## config.mk

```make
export PLATFORM = sky130hd
export DESIGN_NAME = ass_seq
export DESIGN_NICKNAME = d
export VERILOG_FILES = /design/src/inc/ass_pkg.sv /design/src/inc/ass_tick_if.sv /design/src/rtl/ass_seq.sv /design/src/rtl/ass_tick.sv
export SDC_FILE = /design/constraint.sdc
export NUM_CORES = 1
export LEC_CHECK = 0
export BUFFER_PORTS_ARGS = -buffer_cell sky130_fd_sc_hd__buf_2
export CORE_ASPECT_RATIO = 2
export CORE_UTILIZATION = 51
export DETAILED_ROUTE_END_ITERATION = 16
export PLACE_DENSITY_LB_ADDON = 0.3
export SYNTH_ARGS = -nofsm -noshare
export SYNTH_HDL_FRONTEND = slang
export SYNTH_HIERARCHICAL = 1
export SYNTH_SLANG_ARGS = --single-unit
export TNS_END_PERCENT = 1
```

## constraint.sdc

```tcl
create_clock -name clk_sys -period 2 [get_ports clk_sys]
set_input_delay 0 -clock clk_sys [delete_from_list [all_inputs] [get_ports clk_sys]]
set_output_delay 0 -clock clk_sys [all_outputs]
set_load 0.01 [all_outputs]
```

## src/inc/ass_pkg.sv

```systemverilog
package ass_pkg;
  localparam int CLK_HZ          = 10000000;
  localparam int TICK_PERIOD_S   = 1;
  localparam int TICK_CYCLES     = CLK_HZ * TICK_PERIOD_S;
  localparam int DELAY_W         = 8;
  localparam logic [7:0] DELAY_RST = 8'h1E;
  localparam int VERIFY_W        = 8;
  localparam logic [7:0] VERIFY_RST = 8'h3C;
  localparam int LEVEL_W         = 3;
  localparam logic [2:0] LVL_NONE = 3'h0;
  localparam logic [2:0] LVL_1    = 3'h1;
  localparam logic [2:0] LVL_2    = 3'h2;
  localparam logic [2:0] LVL_3    = 3'h3;
  localparam logic [2:0] LVL_4    = 3'h4;
  localparam logic [2:0] LVL_5    = 3'h5;
  localparam int PAT_W           = 2;
  localparam logic [1:0] PAT_OFF     = 2'h0;
  localparam logic [1:0] PAT_PREALM  = 2'h1;
  localparam logic [1:0] PAT_COUNT   = 2'h2;
  localparam logic [1:0] PAT_RELEASE = 2'h3;

  typedef enum {
    ASS_IDLE, ASS_PREALM, ASS_COUNT, ASS_RELEASE, ASS_ABORT
  } ass_supp_t;

  typedef enum {
    ASS_EV_IDLE, ASS_EV_VERIFY, ASS_EV_DELAYED, ASS_EV_ALARM
  } ass_evac_t;
endpackage

```

## src/inc/ass_tick_if.sv

```systemverilog
`timescale 1ns/10ps
interface ass_tick_if;
  logic tick;
  modport src (output tick);
  modport dst (input tick);
endinterface

```

## src/rtl/ass_seq.sv

```systemverilog
// Functional notes
// - One zone detector alarm enters pre-alarm.
// - Two alarms of one pair (zone A and B, or count 1 and 2) enter countdown state.
// - Countdown entry loads the configurable delay.
// - Delay expiry enters release, asserts discharge.
// - Manual release forces release with no delay.
// - Sprinkler valve released together with discharge.
// - Pre-alarm and countdown patterns differ.
// - Release pattern differs from both others.
// - Abort halts or blocks the countdown.
// - Evacuation alarm from detector, station, waterflow.
// - Evacuation alarm drives temporal horn, strobe.
// - Delayed evacuation and verification delay alarm.
// - Events ranked into five priority levels.
// - Sensitive smoke warnings ranked lowest level.
// - Display shows only the highest active level.
// - Remaining time decrements once per second.
`timescale 1ns/10ps
module ass_seq #(
  parameter int TICK_CYC = ass_pkg::TICK_CYCLES
) (
  input  wire logic                        clk_sys,
  input  wire logic                        nrst,
  input  wire logic                        zone_a_alarm,
  input  wire logic                        zone_b_alarm,
  input  wire logic                        count_alarm_1,
  input  wire logic                        count_alarm_2,
  input  wire logic                        manual_release,
  input  wire logic                        abort_switch,
  input  wire logic [ass_pkg::DELAY_W-1:0] release_delay,
  input  wire logic                        evac_detector,
  input  wire logic                        evac_station,
  input  wire logic                        evac_waterflow,
  input  wire logic                        delayed_evac_enable,
  input  wire logic                        verify_enable,
  input  wire logic [ass_pkg::DELAY_W-1:0] evac_delay,
  input  wire logic                        evac_ack,
  input  wire logic                        prealarm_low,
  input  wire logic                        high_sensitivity_smoke_detector,
  input  wire logic                        supervisory,
  input  wire logic                        trouble,
  output logic                             discharge,
  output logic                             sprinkler_valve,
  output logic [ass_pkg::PAT_W-1:0]        notify_pattern,
  output logic                             abort_active,
  output logic                             temporal_horn,
  output logic                             temporal_strobe,
  output logic [ass_pkg::DELAY_W-1:0]      time_left,
  output logic [ass_pkg::LEVEL_W-1:0]      display_level
);
  import ass_pkg::*;

  if (TICK_CYC < 2) begin : g_bad_tick
    $error("ass_seq: TICK_CYC too small");
  end

  ass_tick_if tk ();

  ass_tick #(.CYCLES(TICK_CYC)) u_tick (
    .clk_sys (clk_sys),
    .nrst    (nrst),
    .tk      (tk)
  );

  ass_supp_t             st;
  ass_supp_t             next_st;
  logic [DELAY_W-1:0]    cnt;
  logic [DELAY_W-1:0]    next_cnt;
  logic                  one_alarm;
  logic                  two_alarm;
  logic                  next_discharge;
  logic [PAT_W-1:0]      next_pattern;

  assign one_alarm = zone_a_alarm | zone_b_alarm | count_alarm_1
                   | count_alarm_2;
  assign two_alarm = (zone_a_alarm & zone_b_alarm)
                   | (count_alarm_1 & count_alarm_2);

  // Release latches until reset; an abort cannot recall discharged agent.
  always_comb begin
    next_st  = st;
    next_cnt = cnt;
    unique case (st)
      ASS_IDLE, ASS_PREALM: begin
        if (one_alarm) begin
          next_st = ASS_PREALM;
        end
        if (two_alarm) begin
          if (abort_switch) begin
            next_st = ASS_ABORT;
          end else begin
            next_st  = ASS_COUNT;
            next_cnt = release_delay;
          end
        end
      end
      ASS_COUNT: begin
        if (abort_switch) begin
          next_st = ASS_ABORT;
        end else if (cnt == '0) begin
          next_st = ASS_RELEASE;
        end else if (tk.tick) begin
          next_cnt = cnt - DELAY_W'(1);
        end
      end
      ASS_ABORT: begin
        if (!abort_switch && two_alarm) begin
          next_st  = ASS_COUNT;
          next_cnt = release_delay;
        end
      end
      ASS_RELEASE: begin
        next_st = ASS_RELEASE;
      end
    endcase
    if (manual_release) begin
      next_st = ASS_RELEASE;
    end
  end

  always_comb begin
    next_discharge = (next_st == ASS_RELEASE);
    unique case (next_st)
      ASS_PREALM:  next_pattern = PAT_PREALM;
      ASS_COUNT:   next_pattern = PAT_COUNT;
      ASS_RELEASE: next_pattern = PAT_RELEASE;
      ASS_ABORT:   next_pattern = PAT_COUNT;
      ASS_IDLE:    next_pattern = PAT_OFF;
    endcase
  end

  always_ff @(posedge clk_sys or negedge nrst) begin
    if (!nrst) begin
      st              <= ASS_IDLE;
      cnt             <= '0;
      discharge       <= 1'b0;
      sprinkler_valve <= 1'b0;
      notify_pattern  <= PAT_OFF;
      abort_active    <= 1'b0;
      time_left       <= '0;
    end else begin
      st              <= next_st;
      cnt             <= next_cnt;
      discharge       <= next_discharge;
      sprinkler_valve <= next_discharge;
      notify_pattern  <= next_pattern;
      abort_active    <= (next_st == ASS_ABORT);
      time_left       <= next_cnt;
    end
  end

  // Evacuation path.
  ass_evac_t             ev;
  ass_evac_t             next_ev;
  logic [DELAY_W-1:0]    ecnt;
  logic [DELAY_W-1:0]    next_ecnt;
  logic                  evac_in;
  logic                  next_horn;

  assign evac_in = evac_detector | evac_station | evac_waterflow;

  // A manual station or waterflow is never delayed; only detectors are.
  always_comb begin
    next_ev   = ev;
    next_ecnt = ecnt;
    unique case (ev)
      ASS_EV_IDLE: begin
        if (evac_station || evac_waterflow) begin
          next_ev = ASS_EV_ALARM;
        end else if (evac_detector) begin
          if (delayed_evac_enable) begin
            next_ev   = ASS_EV_DELAYED;
            next_ecnt = evac_delay;
          end else if (verify_enable) begin
            next_ev   = ASS_EV_VERIFY;
            next_ecnt = evac_delay;
          end else begin
            next_ev = ASS_EV_ALARM;
          end
        end
      end
      ASS_EV_DELAYED, ASS_EV_VERIFY: begin
        if (evac_station || evac_waterflow) begin
          next_ev = ASS_EV_ALARM;
        end else if (ev == ASS_EV_VERIFY && !evac_detector) begin
          next_ev = ASS_EV_IDLE;
        end else if (ev == ASS_EV_DELAYED && evac_ack && !evac_detector) begin
          next_ev = ASS_EV_IDLE;
        end else if (ecnt == '0) begin
          next_ev = ASS_EV_ALARM;
        end else if (tk.tick) begin
          next_ecnt = ecnt - DELAY_W'(1);
        end
      end
      ASS_EV_ALARM: begin
        next_ev = ASS_EV_ALARM;
      end
    endcase
    next_horn = (next_ev == ASS_EV_ALARM);
  end

  always_ff @(posedge clk_sys or negedge nrst) begin
    if (!nrst) begin
      ev              <= ASS_EV_IDLE;
      ecnt            <= '0;
      temporal_horn   <= 1'b0;
      temporal_strobe <= 1'b0;
    end else begin
      ev              <= next_ev;
      ecnt            <= next_ecnt;
      temporal_horn   <= next_horn;
      temporal_strobe <= next_horn;
    end
  end

  // Priority ranking; the display shows only the top level present.
  logic [LEVEL_W-1:0] next_level;

  always_comb begin
    next_level = LVL_NONE;
    if (supervisory || trouble || high_sensitivity_smoke_detector) begin
      next_level = LVL_5;
    end
    if (ev == ASS_EV_VERIFY) begin
      next_level = LVL_4;
    end
    if (prealarm_low || st == ASS_PREALM) begin
      next_level = LVL_3;
    end
    if (st == ASS_RELEASE || st == ASS_ABORT || ev == ASS_EV_ALARM
        || ev == ASS_EV_DELAYED) begin
      next_level = LVL_2;
    end
    if (st == ASS_COUNT) begin
      next_level = LVL_1;
    end
  end

  always_ff @(posedge clk_sys or negedge nrst) begin
    if (!nrst) begin
      display_level <= LVL_NONE;
    end else begin
      display_level <= next_level;
    end
  end

  chk_release_outputs: assert property (
    @(posedge clk_sys) disable iff (!nrst)
    discharge |-> sprinkler_valve && notify_pattern == PAT_RELEASE)
    else $error("release outputs not together");

  chk_manual_release: assert property (
    @(posedge clk_sys) disable iff (!nrst)
    manual_release |=> discharge)
    else $error("manual release not immediate");

  chk_abort_blocks: assert property (
    @(posedge clk_sys) disable iff (!nrst)
    (st == ASS_COUNT && abort_switch && !manual_release) |=> !discharge)
    else $error("abort did not block discharge");

  chk_count_pattern: assert property (
    @(posedge clk_sys) disable iff (!nrst)
    (st == ASS_COUNT) |-> notify_pattern == PAT_COUNT)
    else $error("countdown pattern wrong");

  chk_one_alarm: assert property (
    @(posedge clk_sys) disable iff (!nrst)
    (st == ASS_IDLE && one_alarm && !two_alarm && !manual_release)
      |=> notify_pattern == PAT_PREALM)
    else $error("pre-alarm not entered");

  chk_two_alarm: assert property (
    @(posedge clk_sys) disable iff (!nrst)
    (st == ASS_PREALM && two_alarm && !abort_switch && !manual_release)
      |=> st == ASS_COUNT && time_left == $past(release_delay))
    else $error("countdown not entered");

  chk_expiry: assert property (
    @(posedge clk_sys) disable iff (!nrst)
    (st == ASS_COUNT && cnt == '0 && !abort_switch) |=> discharge)
    else $error("no release at expiry");

  chk_tick_dec: assert property (
    @(posedge clk_sys) disable iff (!nrst)
    (st == ASS_COUNT && cnt != '0 && !abort_switch && !manual_release)
      |=> cnt == $past(cnt) - DELAY_W'($past(tk.tick)))
    else $error("countdown step wrong");

  chk_top_level: assert property (
    @(posedge clk_sys) disable iff (!nrst)
    (st == ASS_COUNT) |=> display_level == LVL_1)
    else $error("level 1 not shown");

  chk_evac_horn: assert property (
    @(posedge clk_sys) disable iff (!nrst)
    (ev == ASS_EV_ALARM) |-> temporal_horn && temporal_strobe)
    else $error("evacuation outputs missing");
endmodule

```

## src/rtl/ass_tick.sv

```systemverilog
`timescale 1ns/10ps
module ass_tick #(
  parameter int CYCLES = ass_pkg::TICK_CYCLES
) (
  input wire logic clk_sys,
  input wire logic nrst,
  ass_tick_if.src  tk
);
  import ass_pkg::*;

  logic [23:0] cnt;
  logic [23:0] next_cnt;
  logic        next_tick;

  // The divider is 24 bits wide, so larger periods cannot be counted.
  if (CYCLES < 2 || CYCLES > 16777215) begin : g_bad_cycles
    $error("ass_tick: CYCLES out of range");
  end

  // One pulse per second paces the countdown.
  always_comb begin
    next_tick = 1'b0;
    next_cnt  = cnt + 24'h000001;
    if (cnt == 24'(CYCLES - 1)) begin
      next_cnt  = 24'h000000;
      next_tick = 1'b1;
    end
  end

  always_ff @(posedge clk_sys or negedge nrst) begin
    if (!nrst) begin
      cnt     <= 24'h000000;
      tk.tick <= 1'b0;
    end else begin
      cnt     <= next_cnt;
      tk.tick <= next_tick;
    end
  end
endmodule
```

# == Word level (Yosys, flattened, before mapping) ==
# Cells that the tools add are included.
# totals
regBits,113
elab_cells,123
inputBits,34
out_inout_bits,18
# classes
n_addsub,3
n_eq_ne,36
n_mux,42
bitwise_logic,6
n_reduce_logical,25
# ops
operator,count
2-to-1 mux 32 bit,12
== test 32 x 2 -> 1 bit (second input constant),8
== test 32 x 3 -> 1 bit (second input constant),8
case mux 32 bit (4 select lines),1
2-to-1 mux 8 bit,15
== test 32 x 1 -> 1 bit (second input constant),3
logical NOT 32 bit,3
case mux 32 bit (3 select lines),1
== test 32 x 4 -> 1 bit (second input constant),2
adder 24 x 1 -> 24 bit (second input constant),1
== test 24 bit (second input constant),1
2-to-1 mux 24 bit,1
case mux 8 bit (3 select lines),1
inequality test 2 bit (second input constant),11
2-to-1 mux 3 bit,6
logical NOT 8 bit,2
case mux 8 bit (2 select lines),1
subtractor 8 x 1 -> 8 bit (second input constant),2
AND reduction 9 bit,1
case mux 2 bit (4 select lines),1
logical OR 1 bit,7
AND reduction 7 bit,1
OR reduction 2 bit,3
logical AND 1 bit,4
other kinds (9),16

# == Logic depth before layout (Yosys ltp) ==
# Gate-level depths: netlist (run 1).
# logic_depth
ltp_word,10
ltp_mapped,10
depth_no_buf,8

# == Hierarchy ==
# The synthesis (run 1) kept the hierarchy.
# modules_own_cells
module,seq_area_each_um2,cells_per_inst,instances,area_each_um2
ass_seq,2202.1,406,1,4154.0
ass_tick,625.6,110,1,1214.9

# == Worst setup path before layout (run 1) ==
# No wires, ideal clock.
# synth_timing
path_type,flip-flop to flip-flop
from,reg st[20]
to,reg notify_pattern[0] in the netlist's numbering
period_less_slack_ps,2210
path_stages_with_launch,8
n_path_buf,1
setup_ps,126
arrival_time_ps,2085
path_slack_ps,-210
required_ps,1874
cell_sequence,dfrtp_1 nor4_1 and4_1 nor3b_4 mux2_2 buf_6 and2_4 o2bb2ai_2
# synth_between
elab_chain_cells,7
elab_cells_between_ends,20
classes_between,eq/ne (8); mux (8); reduce/logical (4)
# synth_lines
item,line,text
start: declaration,ass_seq.sv:65,ass_supp_t st;
start signal: assignment,ass_seq.sv:142,st <= next_st;
"== test 32 x 1 -> 1 bit, or another cell as far along",ass_seq.sv:83,unique case (st)
"OR reduction 2 bit, or another cell as far along",ass_seq.sv:83,
case mux 32 bit (4 select lines) (*),ass_seq.sv:83,
2-to-1 mux 32 bit (*),ass_seq.sv:116,if (manual_release) begin
== test 32 x 3 -> 1 bit / == test 32 x 2 -> 1 bit (equally long branches),ass_seq.sv:123,unique case (next_st)
OR reduction 2 bit (no line),-,
case mux 2 bit (4 select lines) (*),ass_seq.sv:123,
net next_pattern[0],ass_seq.sv:72,logic [PAT_W-1:0] next_pattern;
end signal: assignment,ass_seq.sv:146,notify_pattern <= next_pattern;
end: declaration,ass_seq.sv:44,"output logic [ass_pkg::PAT_W-1:0] notify_pattern,"
# Mark *: on every way through the listed nets, which the timed path passes. The rest lies on a longest branch.
# A chain may end at the register's enable or synchronous reset.

==> key figures, run 1 <==
Final layout
  – Sequential Area: 2830 um^2
  – Ant. Diodes: 0
  – Share of cells above drive strength 1: 33.2%
  – # fillers: 726
  – Design area: 7270 um^2
  – Area grow syn2layout: 35.4%
  – Final cell count without fillers: 785
  – Fin nets: 674
  – Area of the multi-input gates: 2660 um^2

Clock network
  – CTS tree: done
  – CTS buffer count: 17
  – Clk Latency, worst-skew pair: 0.41 ns
  – Clock transition at path regs: 0.05 ns
  – Clk buf depth: 2
  – CTS root buf: clkbuf_16
  – CTS H-Tree Depth: 4
  – CTS Sinks: 113

Logic synthesis
  – Mux share of post-synthesis cell area: 0.955%
  – Mapped Area: 5370 um^2
  – Synth Area in Adders: 0.699%
  – Most used standard cell by instance count after synthesis: dfrtp_1
  – Distinct cells, synth: 69
  – Yosys reg bits: 113
  – Gate Count Post-Synth: 516
  – Top FF cell, synth: dfrtp_1
  – Synth Area in Compound Gates: 11.8%
  – Synth Area in XOR/XNOR: 2.94%
  – Yosys top cell by area: dfrtp_1
  – Synth top area share: 52.7%
  – Synth cell count leaders: dfrtp_1, and3_1, nor2_1
  – Seq/Total Area, Yosys: 52.7%
  – Async set or reset register ratio after synthesis: 100%
  – Syn_nets: 553
  – Main combinational cell family by area after synthesis: simple AND/OR/NAND/NOR gates
  – Post-synth EDFFs: 0
  – Synth area leaders: dfrtp_1, and3_1, a21oi_1
  – Yosys warns: 6
  – Synth Area in Simple Gates: 27.0%
  – Avg Synthesized Cell Area: 10.4 um^2

Routing
  – Post-Route WL: 13500 um
  – Vias: 4470
  – Drt drc: 0
  – Post-DR wirelength/cell: 17.2 um
  – DRT iter0 DRCs: 261
  – Antenna-violating nets left: 0
  – Vias per std cell: 5.69
  – First drt pass iteration count: 4

Global routing
  – Initial antenna violation count: 0
  – Overflow after GRT: 0
  – Total track usage: 25.9%
  – Vias in the first global route: 4650
  – First-pass GRT wire length: 21500 um
  – Pin count of the biggest net entering global routing: 52

Critical path
  – CP Launch Type: register
  – RR Startpoint: cnt[6]
  – CP max FO: 4
  – Crit. End Element: register
  – Setup crit start: cnt[6]
  – CP Class: register to register
  – R2r worst-path depth: 6
  – Worst reg2reg setup slack: -0.22 ns
  – Worst Path Arrival: 2.52 ns
  – Crit Reg-Reg Endpoint: notify_pattern[1]
  – CP required: 2.30 ns

Floorplanning
  – Die area: 11000 um^2
  – Ports: 52
  – Initial Util: 52.9%
  – # rows: 52
  – Die Wd: 74.6 um
  – CORE AREA: 10100 um^2
  – Chip Height: 147 um

Timing
  – Final WS setup: -0.217 ns
  – Fin crit share: 111%
  – Hold slack: 0.0257 ns
  – Final hold vios: 0
  – Slew Viols, Final: 0
  – Worst Skew: 0.00566 ns
  – Tightest Pin Transition: 0.631 ns
  – Minimum clock period: 2.22 ns
  – RSZ-0062 raised after global routing: true
  – Slew HR: 57.9%
  – Peak Freq: 0.451 GHz
  – # setup viols final: 42

Hold path
  – HP Start: release_delay[6]
  – Worst Hold End: cnt[6]
  – Min-Delay Path Depth: 4
  – Hold WC Path Type: input pin to register

Power
  – Max rail drop VDD: 0.773 mV
  – Comb power frac: 22.5%
  – Leak Pwr: 0.00340 uW
  – Cell Pwr Density: 1010 nW/um^2
  – P_sw: 2060 uW
  – Sw frac: 28.2%
  – Clk pwr share: 42.8%
  – Sequential power share: 34.7%
  – Pint: 5260 uW

Placement
  – Dpl hpwl: 8870 um
  – Dpl cells: 726
  – Port buffer count: 51
  – Placed Area: 6060 um^2
  – Pre-CTS setup slack: -0.357 ns
  – Routability cong.: 0.860

Flow run
  – MaxCap Viol Count: 0

Run status
  – Status: complete, but fails checks
  – Failing checks: negative setup slack
layout by cell type (no fill, tap or decap), types with 7 or more instances in the layout:
cell type and instances:
buf_2 50, and3_1 26, buf_4 51, nand2b_1 10, xnor2_1 10, nand3_1 16
nand2_1 24, nor3_1 11, nand4_1 14, dlygate4sd3_1 22, nor4_4 7, and2_1 15
xor2_1 8, o21ai_0 19, clkbuf_16 17, nor2_1 34, and3_4 26, inv_1 17
nor4_1 8, dfrtp_1 112, a21oi_1 30
worst max-delay path: stages, from the launching register on:
cell and delay [ns]:
dfrtp_1 0.39, or4_4 0.57, or3_4 0.37, o31a_1 0.30, o221ai_4 0.24, a211oi_4 0.08
a2bb2oi_1 0.15
final cells by class:
class,count,share of cell area (%)
inverter,17,0.877
tap,135,2.32
timing repair buffer,129,12.8
sequential,113,38.9
clock inverter,13,2.58
clock buffer,19,5.95
multi-input combinational,359,36.6
sequential cells by signal, summed over array words and instances, names as in the netlist:
signal and count:
st 32, abort_active 1, cnt 8, display_level 3, u_tick/tk.tick 1, temporal_strobe 1, u_tick/cnt 24, notify_pattern 2
ev 32, ecnt 8, sprinkler_valve 1
stage by stage:
step	setup TNS [ns]	total power (uW)	util, %
finish	-4.09	7320	71.6
CTS	-3.27	7280	69.9
detailed placement	-11.52	3980	59.7
floorplan	-3.23	3380	-
global placement	-8.13	3940	59.7
global route	-11.15	7630	71.6
per-layer routing:
layer	GRT usage, %	share of wire, %	up-vias
met4	12.4	3.2	0
met1	28.4	38	2219
met3	5.90	3.2	31
li1	-	-	2115
met2	45.5	55	105
met5	0	0	-
power groups by stage:
| stage | sequential [uW] | combinational, uW | clock [uW] |
|---|---|---|---|
| 2_1_floorplan | 2650 | 727 | 0 |
| 3_3_place_gp | 2570 | 1370 | 0 |
| 3_5_place_dp | 2580 | 1400 | 0 |
| 4_1_cts | 2540 | 1560 | 3180 |
| 5_1_grt | 2550 | 1780 | 3290 |
| 6_report | 2540 | 1650 | 3140 |
worst max path at each step:
stage                                   end  slack (ns)  depth (start not counted)
after floorplan           notify_pattern[1]       -0.16                          6
after global placement               cnt[0]       -0.21                          6
after detailed placement             cnt[4]       -0.36                          6
after CTS                 notify_pattern[1]       -0.22                          6
after global routing                 cnt[7]       -0.33                          6
final                     notify_pattern[1]       -0.22                          6
cells by family after synthesis:
logic type	count (synthesis)
flip-flops	113
buffers and inverters	44
AO/OA/AOI/OAI	97
multiplexers	5
XOR/XNOR	18
adder cells (fa/ha/maj)	3
AND/OR/NAND/NOR	236
repair_timing:
item / in CTS / in global routing
endpoints found under the hold margin: 68 / 0
buffers inserted: 5 / 0
pin swaps: 19 / 20
gates resized for setup: 33 / 34
cloned: 0 / 0
endpoints found under the setup margin: 66 / 82
hold buffers: 22 / 0
No activity file was read; power rests on OpenSTA's default activity.
==> run 2, diff against run 1 <==
--- a/config.mk
+++ b/config.mk
@@ -5,6 +5,7 @@
 export SDC_FILE = /design/constraint.sdc
 export NUM_CORES = 1
 export LEC_CHECK = 0
+export ABC_AREA = 1
 export BUFFER_PORTS_ARGS = -buffer_cell sky130_fd_sc_hd__buf_2
 export CORE_ASPECT_RATIO = 2
 export CORE_UTILIZATION = 51
==> key figures, run 2 <==
Clock network
  – Post-CTS setup buffers: 0 (-5)
  – CTS H-Tree Depth: 4 (unchanged)
  – CTS buffer count: 17 (unchanged)
  – CTS Sinks: 113 (unchanged)
  – Clock transition at path regs: 0.06 ns (about the same)
  – Clk buf depth: 2 (unchanged)
  – CTS tree: done
  – CTS root buf: clkbuf_16
  – Clk Latency, worst-skew pair: 0.41 ns (about the same)

Final layout
  – Ant. Diodes: 0 (unchanged)
  – Biggest regs: ev x32, st x32, u_tick/cnt x24
  – Area of the multi-input gates: 2890 um^2 (+8.7%)
  – Area grow syn2layout: 22.5%
  – # fillers: 1022 (+41%)
  – Most frequent cells in the layout: nand2_1, nor2_1, dfrtp_1
  – Most common cell after layout, fill and taps aside: nand2_1
  – Share of cells above drive strength 1: 18.1% (-15 points)
  – Fin nets: 952 (+41%)
  – Sequential Area: 2830 um^2 (about the same)

Routing
  – Drt drc: 0 (unchanged)
  – Post-DR wirelength/cell: 13.6 um (-21%)
  – First drt pass iteration count: 5 (+1)
  – Antenna-violating nets left: 0 (unchanged)
  – Vias: 5531 (+24%)
  – Post-Route WL: 14600 um (+7.8%)
  – DRT iter0 DRCs: 286 (+9.6%)
  – Vias per std cell: 5.15 (-9.5%)

Critical path
  – CP max FO: 5 (+1)
  – CP Launch Type: register
  – R2r worst-path depth: 11 (+5)
  – Worst reg2reg setup slack: 0.14 ns (+0.36 ns)
  – CP Class: register to register
  – Crit. End Element: register
  – Worst Path Arrival: 2.15 ns (-0.37 ns)
  – RR Startpoint: cnt[0]
  – CP required: 2.29 ns (about the same)
  – Crit Reg-Reg Endpoint: cnt[3]

Global routing
  – Initial antenna violation count: 0 (unchanged)
  – Pin count of the biggest net entering global routing: 42 (-19%)
  – Total track usage: 24.9% (-0.99 points)
  – Overflow after GRT: 0 (unchanged)
  – First-pass GRT wire length: 23800 um (+11%)
  – Vias in the first global route: 5560 (+20%)

Hold path
  – Worst Hold End: ev[1]
  – Min-Delay Path Depth: 5 (+1)
  – HP Start: evac_waterflow
  – Hold WC Path Type: input pin to register

Logic synthesis
  – Synth Area in Compound Gates: 5.47% (-6.3 points)
  – Yosys reg bits: 113 (unchanged)
  – Synth Area in XOR/XNOR: 2.86% (-0.077 points)
  – Post-synth EDFFs: 0 (unchanged)
  – Top FF cell, synth: dfrtp_1
  – Syn_nets: 861 (+56%)
  – Synth Area in Simple Gates: 37.2% (+10 points)
  – Main combinational cell family by area after synthesis: simple AND/OR/NAND/NOR gates
  – Synth top area share: 46.2% (-6.5 points)
  – Mapped Area: 6130 um^2 (+14%)
  – Gate Count Post-Synth: 824 (+60%)
  – Synth Area in Adders: 0.613% (-0.086 points)
  – Seq/Total Area, Yosys: 46.2% (-6.5 points)
  – Yosys warns: 6 (unchanged)
  – Synth cell count leaders: nand2_1, nor2_1, dfrtp_1
  – Async set or reset register ratio after synthesis: 100% (unchanged)
  – Avg Synthesized Cell Area: 7.43 um^2 (-29%)
  – Yosys top cell by area: dfrtp_1
  – Synth area leaders: dfrtp_1, nand2_1, nor2_1
  – Mux share of post-synthesis cell area: 0% (-0.96 points)
  – Distinct cells, synth: 37 (-46%)

Power
  – Max rail drop VDD: 0.671 mV (-13%)
  – Cell Pwr Density: 993 nW/um^2 (-1.4%)
  – Total power draw: 7450 uW (+1.8%)
  – Leak Pwr: 0.00380 uW (+12%)

Timing
  – # setup viols final: 0 (-100%)
  – Peak Freq: 0.537 GHz (+19%)
  – Fin crit share: 93.1% (-18 points)
  – Slew Viols, Final: 0 (unchanged)
  – Final WS setup: 0.138 ns (+0.355 ns)
  – Worst Skew: 0.00888 ns (+0.00322 ns)
  – Tightest Pin Transition: 0.559 ns (-0.0722 ns)
  – Slew HR: 62.7% (+4.8 points)
  – RSZ-0062 raised after global routing: false
  – Final hold vios: 0 (unchanged)
  – Setup TNS: 0 ns (+4.09 ns)
  – Minimum clock period: 1.86 ns (-0.355 ns)

Floorplanning
  – Ports: 52 (unchanged)
  – # rows: 56 (+7.7%)
  – CORE AREA: 11700 um^2 (+15%)
  – Chip Height: 157 um (+6.7%)
  – Die area: 12500 um^2 (+14%)
  – Die Wd: 79.5 um (+6.6%)
  – Initial Util: 52.4% (-0.54 points)

Run status
  – Status: complete, no violations

Flow run
  – MaxCap Viol Count: 0 (unchanged)

Placement
  – Pre-CTS setup slack: 0.0730 ns (+0.430 ns)
  – Port buffer count: 51 (unchanged)
  – Routability cong.: 0.896 (+4.2%)
  – Dpl hpwl: 10600 um (+20%)
## run 2: per-layer routing
metal  up-vias  GRT usage, %  share of wire, %
met5         -             0                 0
met1      2601          22.2                36
met4         0          14.5               3.3
met2       133          49.7                58
met3        37          4.23               2.7
li1       2760             -                 -
## run 2: worst max path at each step
stage	cells after the start	slack, ns	startpoint	end
after global routing	13	0.009	ev[10]	ecnt[2]
after CTS	12	0.06	cnt[0]	notify_pattern[0]
after floorplan	12	0.24	cnt[0]	notify_pattern[0]
after detailed placement	11	0.07	cnt[0]	cnt[3]
after global placement	12	0.08	cnt[0]	notify_pattern[0]
final	11	0.14	cnt[0]	cnt[3]
## run 2: logic make-up after synthesis
group	Yosys count
AO/OA/AOI/OAI	58
buffers and inverters	122
flip-flops	113
XOR/XNOR	20
adder cells (fa/ha/maj)	3
AND/OR/NAND/NOR	508
## run 2: through the flow
stage | util, % | std cells | hold WS (ns) | area (um^2)
final | 64.1 | 1073 | 0.0182 | 7500
after floorplan | - | 824 | -0.296 | 6130
after global routing | 64.1 | 1073 | 0.0263 | 7500
after global placement | 56.5 | 1018 | 0.0319 | 6620
after detailed placement | 56.5 | 1018 | 0.0244 | 6620
after CTS | 63.6 | 1073 | 0.00144 | 7440
## run 2: critical path, cell delays in order, from the launching register on
cell and delay [ns]:
dfrtp_1 0.40, inv_1 0.10, ha_1 0.23, nand3_2 0.13, nor2_4 0.14, inv_1 0.07
a21oi_1 0.12, inv_1 0.08, nand4_2 0.15, clkinv_1 0.13, a21oi_1 0.14, a21oi_1 0.05
## run 2: timing repair
item,CTS,global route
hold buffers,23,0
endpoints found under the setup margin,0,20
hold endpoints to repair,70,0
resized for setup,0,16
## run 2: area by class of cell
| type | instances | area share, % |
|---|---|---|
| timing repair buffer | 87 | 8.14 |
| clock inverter | 12 | 1.80 |
| clock buffer | 20 | 6.09 |
| tap | 145 | 2.42 |
| multi-input combinational | 589 | 38.5 |
| sequential | 113 | 37.7 |
| inverter | 107 | 5.35 |
## run 2: power breakdown
part           internal, uW  total [uW]  switching, uW
combinational           670        1770           1100
clock                  1900        2950           1060
sequential             2520        2730            210
==> run 3, diff against run 2 <==
--- a/config.mk
+++ b/config.mk
@@ -8,9 +8,10 @@
 export ABC_AREA = 1
 export BUFFER_PORTS_ARGS = -buffer_cell sky130_fd_sc_hd__buf_2
 export CORE_ASPECT_RATIO = 2
-export CORE_UTILIZATION = 51
+export CORE_UTILIZATION = 53
+export CTS_BUF_LIST = sky130_fd_sc_hd__clkbuf_8
 export DETAILED_ROUTE_END_ITERATION = 16
-export PLACE_DENSITY_LB_ADDON = 0.3
+export PLACE_DENSITY = 0.79
 export SYNTH_ARGS = -nofsm -noshare
 export SYNTH_HDL_FRONTEND = slang
 export SYNTH_HIERARCHICAL = 1
==> key figures, run 3 (synthesis results as in run 2) <==
Power
  – Max rail drop VDD: 0.497 mV (-26%)
  – Leak Pwr: 0.00371 uW (-2.4%)
  – P_sw: 2380 uW (+0.68%)
  – Total power draw: 6450 uW (-13%)
  – Pint: 4070 uW (-20%)
  – Sw frac: 37.0% (+5.2 points)
  – Comb power frac: 27.6% (+3.8 points)
  – Cell Pwr Density: 879 nW/um^2 (-12%)
  – Clk pwr share: 30.1% (-9.5 points)
  – Sequential power share: 42.4% (+5.8 points)

Critical path
  – CP required: 2.36 ns (+0.07 ns)
  – CP cell instances: inv_1 -> ha_1 -> nand3_2 -> nor2_2 -> nand2_1 -> nand2_1 -> nand3_1 -> nand2_1 -> nand2_1 -> nand2_1 -> nand4_1 -> nor3_1
  – CP Launch Type: register
  – CP Buf/Inv Count: 1 (-3)
  – Worst Path Arrival: 2.24 ns (+0.09 ns)
  – CP max FO: 3 (-2)
  – CP delay by family, top: simple AND/OR/NAND/NOR gates
  – Most frequent CP cell: nand2_1
  – CP Class: register to register
  – Worst reg2reg setup slack: 0.12 ns (-0.02 ns)
  – Slowest cell on crit path: dfrtp_1
  – Crit. End Element: register
  – CP peak stage delay: 0.38 ns (-0.02 ns)

Placement
  – Port buffer count: 51 (unchanged)
  – Dpl hpwl: 10000 um (-5.5%)
  – Routability cong.: 0.941 (+5.0%)

Hold path
  – Hold WC Path Type: input pin to register

Global routing
  – First-pass GRT wire length: 23100 um (-2.7%)
  – Total track usage: 24.7% (-0.26 points)
  – Pin count of the biggest net entering global routing: 72 (+71%)
  – Overflow after GRT: 0 (unchanged)
  – Vias in the first global route: 5430 (-2.3%)
  – Initial antenna violation count: 0 (unchanged)

Timing
  – Slew HR: 62.7% (about the same)
  – Hold slack: 0.0479 ns (+0.0297 ns)
  – Minimum clock period: 1.88 ns (+0.0171 ns)
  – Setup TNS: 0 ns (unchanged)
  – Slew Viols, Final: 0 (unchanged)
  – Peak Freq: 0.532 GHz (-0.91%)
  – Tightest Pin Transition: 0.559 ns (-0.000159 ns)
  – Final hold vios: 0 (unchanged)
  – Fin crit share: 94.0% (+0.86 points)
  – RSZ-0062 raised after global routing: true
  – Worst Skew: 0.0125 ns (+0.00360 ns)
  – # setup viols final: 0 (unchanged)

Routing
  – DRT iter0 DRCs: 241 (-16%)
  – Vias per std cell: 5.21 (+1.1%)
  – First drt pass iteration count: 5 (unchanged)
  – Drt drc: 0 (unchanged)
  – Post-Route WL: 14100 um (-3.5%)
  – Post-DR wirelength/cell: 13.1 um (-3.7%)
  – Vias: 5604 (+1.3%)
  – Antenna-violating nets left: 0 (unchanged)

Final layout
  – Share of cells above drive strength 1: 18.0% (-0.097 points)
  – Biggest regs: ev x32, st x32, u_tick/cnt x24
  – Most common cell after layout, fill and taps aside: nand2_1
  – Most frequent cells in the layout: nand2_1, nor2_1, dfrtp_1
  – Ant. Diodes: 0 (unchanged)
  – Post-layout util: 65.0% (+0.91 points)
  – Area grow syn2layout: 19.8%
  – Fin nets: 957 (+0.53%)

Floorplanning
  – Ports: 52 (unchanged)
  – Chip Height: 154 um (-1.9%)
  – Die Wd: 78.0 um (-1.9%)
  – Die area: 12000 um^2 (-3.7%)
  – # rows: 55 (-1.8%)
  – Initial Util: 54.3% (+1.9 points)
  – CORE AREA: 11300 um^2 (-3.6%)

Clock network
  – CTS tree: done
  – Clk buf depth: 2 (unchanged)
  – Clk Latency, worst-skew pair: 0.44 ns (+0.03 ns)
  – Clock transition at path regs: 0.08 ns (+0.02 ns)
  – CTS root buf: clkbuf_8
  – CTS Sinks: 113 (unchanged)
  – CTS buffer count: 17 (unchanged)
  – CTS H-Tree Depth: 4 (unchanged)

Run status
  – Status: complete, no violations

Flow run
  – MaxCap Viol Count: 0 (unchanged)
## run 3: cell types whose count changed in the layout (fill, tap and decap cells not counted), moves of 2 or more
| cell | before | now |
|---|---|---|
| buf_4 | 12 | 8 |
| dlygate4sd3_1 | 23 | 30 |
| nor3_2 | 3 | 1 |
| o21ai_2 | 0 | 2 |
| nand2_2 | 14 | 16 |
| inv_6 | 0 | 6 |
| nand3_1 | 44 | 42 |
| clkbuf_16 | 17 | 0 |
| clkbuf_8 | 2 | 17 |
| nand4_4 | 0 | 2 |
| nand4_2 | 3 | 1 |
| bufinv_16 | 2 | 0 |
| nor3_1 | 16 | 18 |
| nand3_2 | 6 | 8 |
## run 3: power groups by stage
stage	sequential, uW	clock [uW]	combinational [uW]
6_report	2730	1940	1780
3_3_place_gp	2770	0	1600
4_1_cts	2730	1980	1680
3_5_place_dp	2770	0	1620
5_1_grt	2760	2080	2000
2_1_floorplan	2780	0	1110
## run 3: cell type report
type                    instances  area, um^2
clock buffers                  17         234
clock inverters                15         126
fillers                       989        3950
inverters                     107         402
multi-input cells             590        2900
flip-flops and latches        113        2830
well taps                     142         178
repair buffers                 91         671
## run 3: final timing paths
| kind | start | endpoint | cells past startpoint |
|---|---|---|---|
| max | ecnt[0] | temporal_strobe | 12 |
| min | count_alarm_1 | st[18] | 5 |
| max reg2reg | ecnt[0] | temporal_strobe | 12 |
| min reg2reg | u_tick/cnt[0] | u_tick/cnt[0] | 1 |
| max in group asynchronous | nrst | ecnt[6] | 3 |
| min in group asynchronous | nrst | ecnt[0] | 3 |
## run 3: per-layer routing
layer,GRT usage [%],wire length (um),vias up,share of wire (%)
li1,-,-,2774,-
met1,23.8,5010,2628,36
met2,46.8,8060,150,57
met3,5.88,483,52,3.4
met4,13.3,519,0,3.7
met5,0,0,-,0
## run 3: repair_timing
item | 4_1_cts | 5_1_grt
resized for setup | 0 | 20
buffers inserted | 0 | 0
hold buffers | 30 | 0
setup endpoints to repair | 0 | 17
hold endpoints to repair | 147 | 0
## run 3: worst reg2reg max path: cells and delay by family (launching register included)
family                   cells  cell delay (ns)
flip-flops                   1             0.38
AND/OR/NAND/NOR             10             1.09
adder cells (fa/ha/maj)      1             0.24
buffers and inverters        1             0.10
## run 3: per-stage QoR
step,instance area [um^2],worst slack [ns],std cells
after floorplan,6130,0.237,824
after global placement,6600,0.127,1012
after detailed placement,6600,0.103,1012
after CTS,7260,0.0757,1074
after global routing,7340,-0.00903,1075
final,7340,0.121,1075
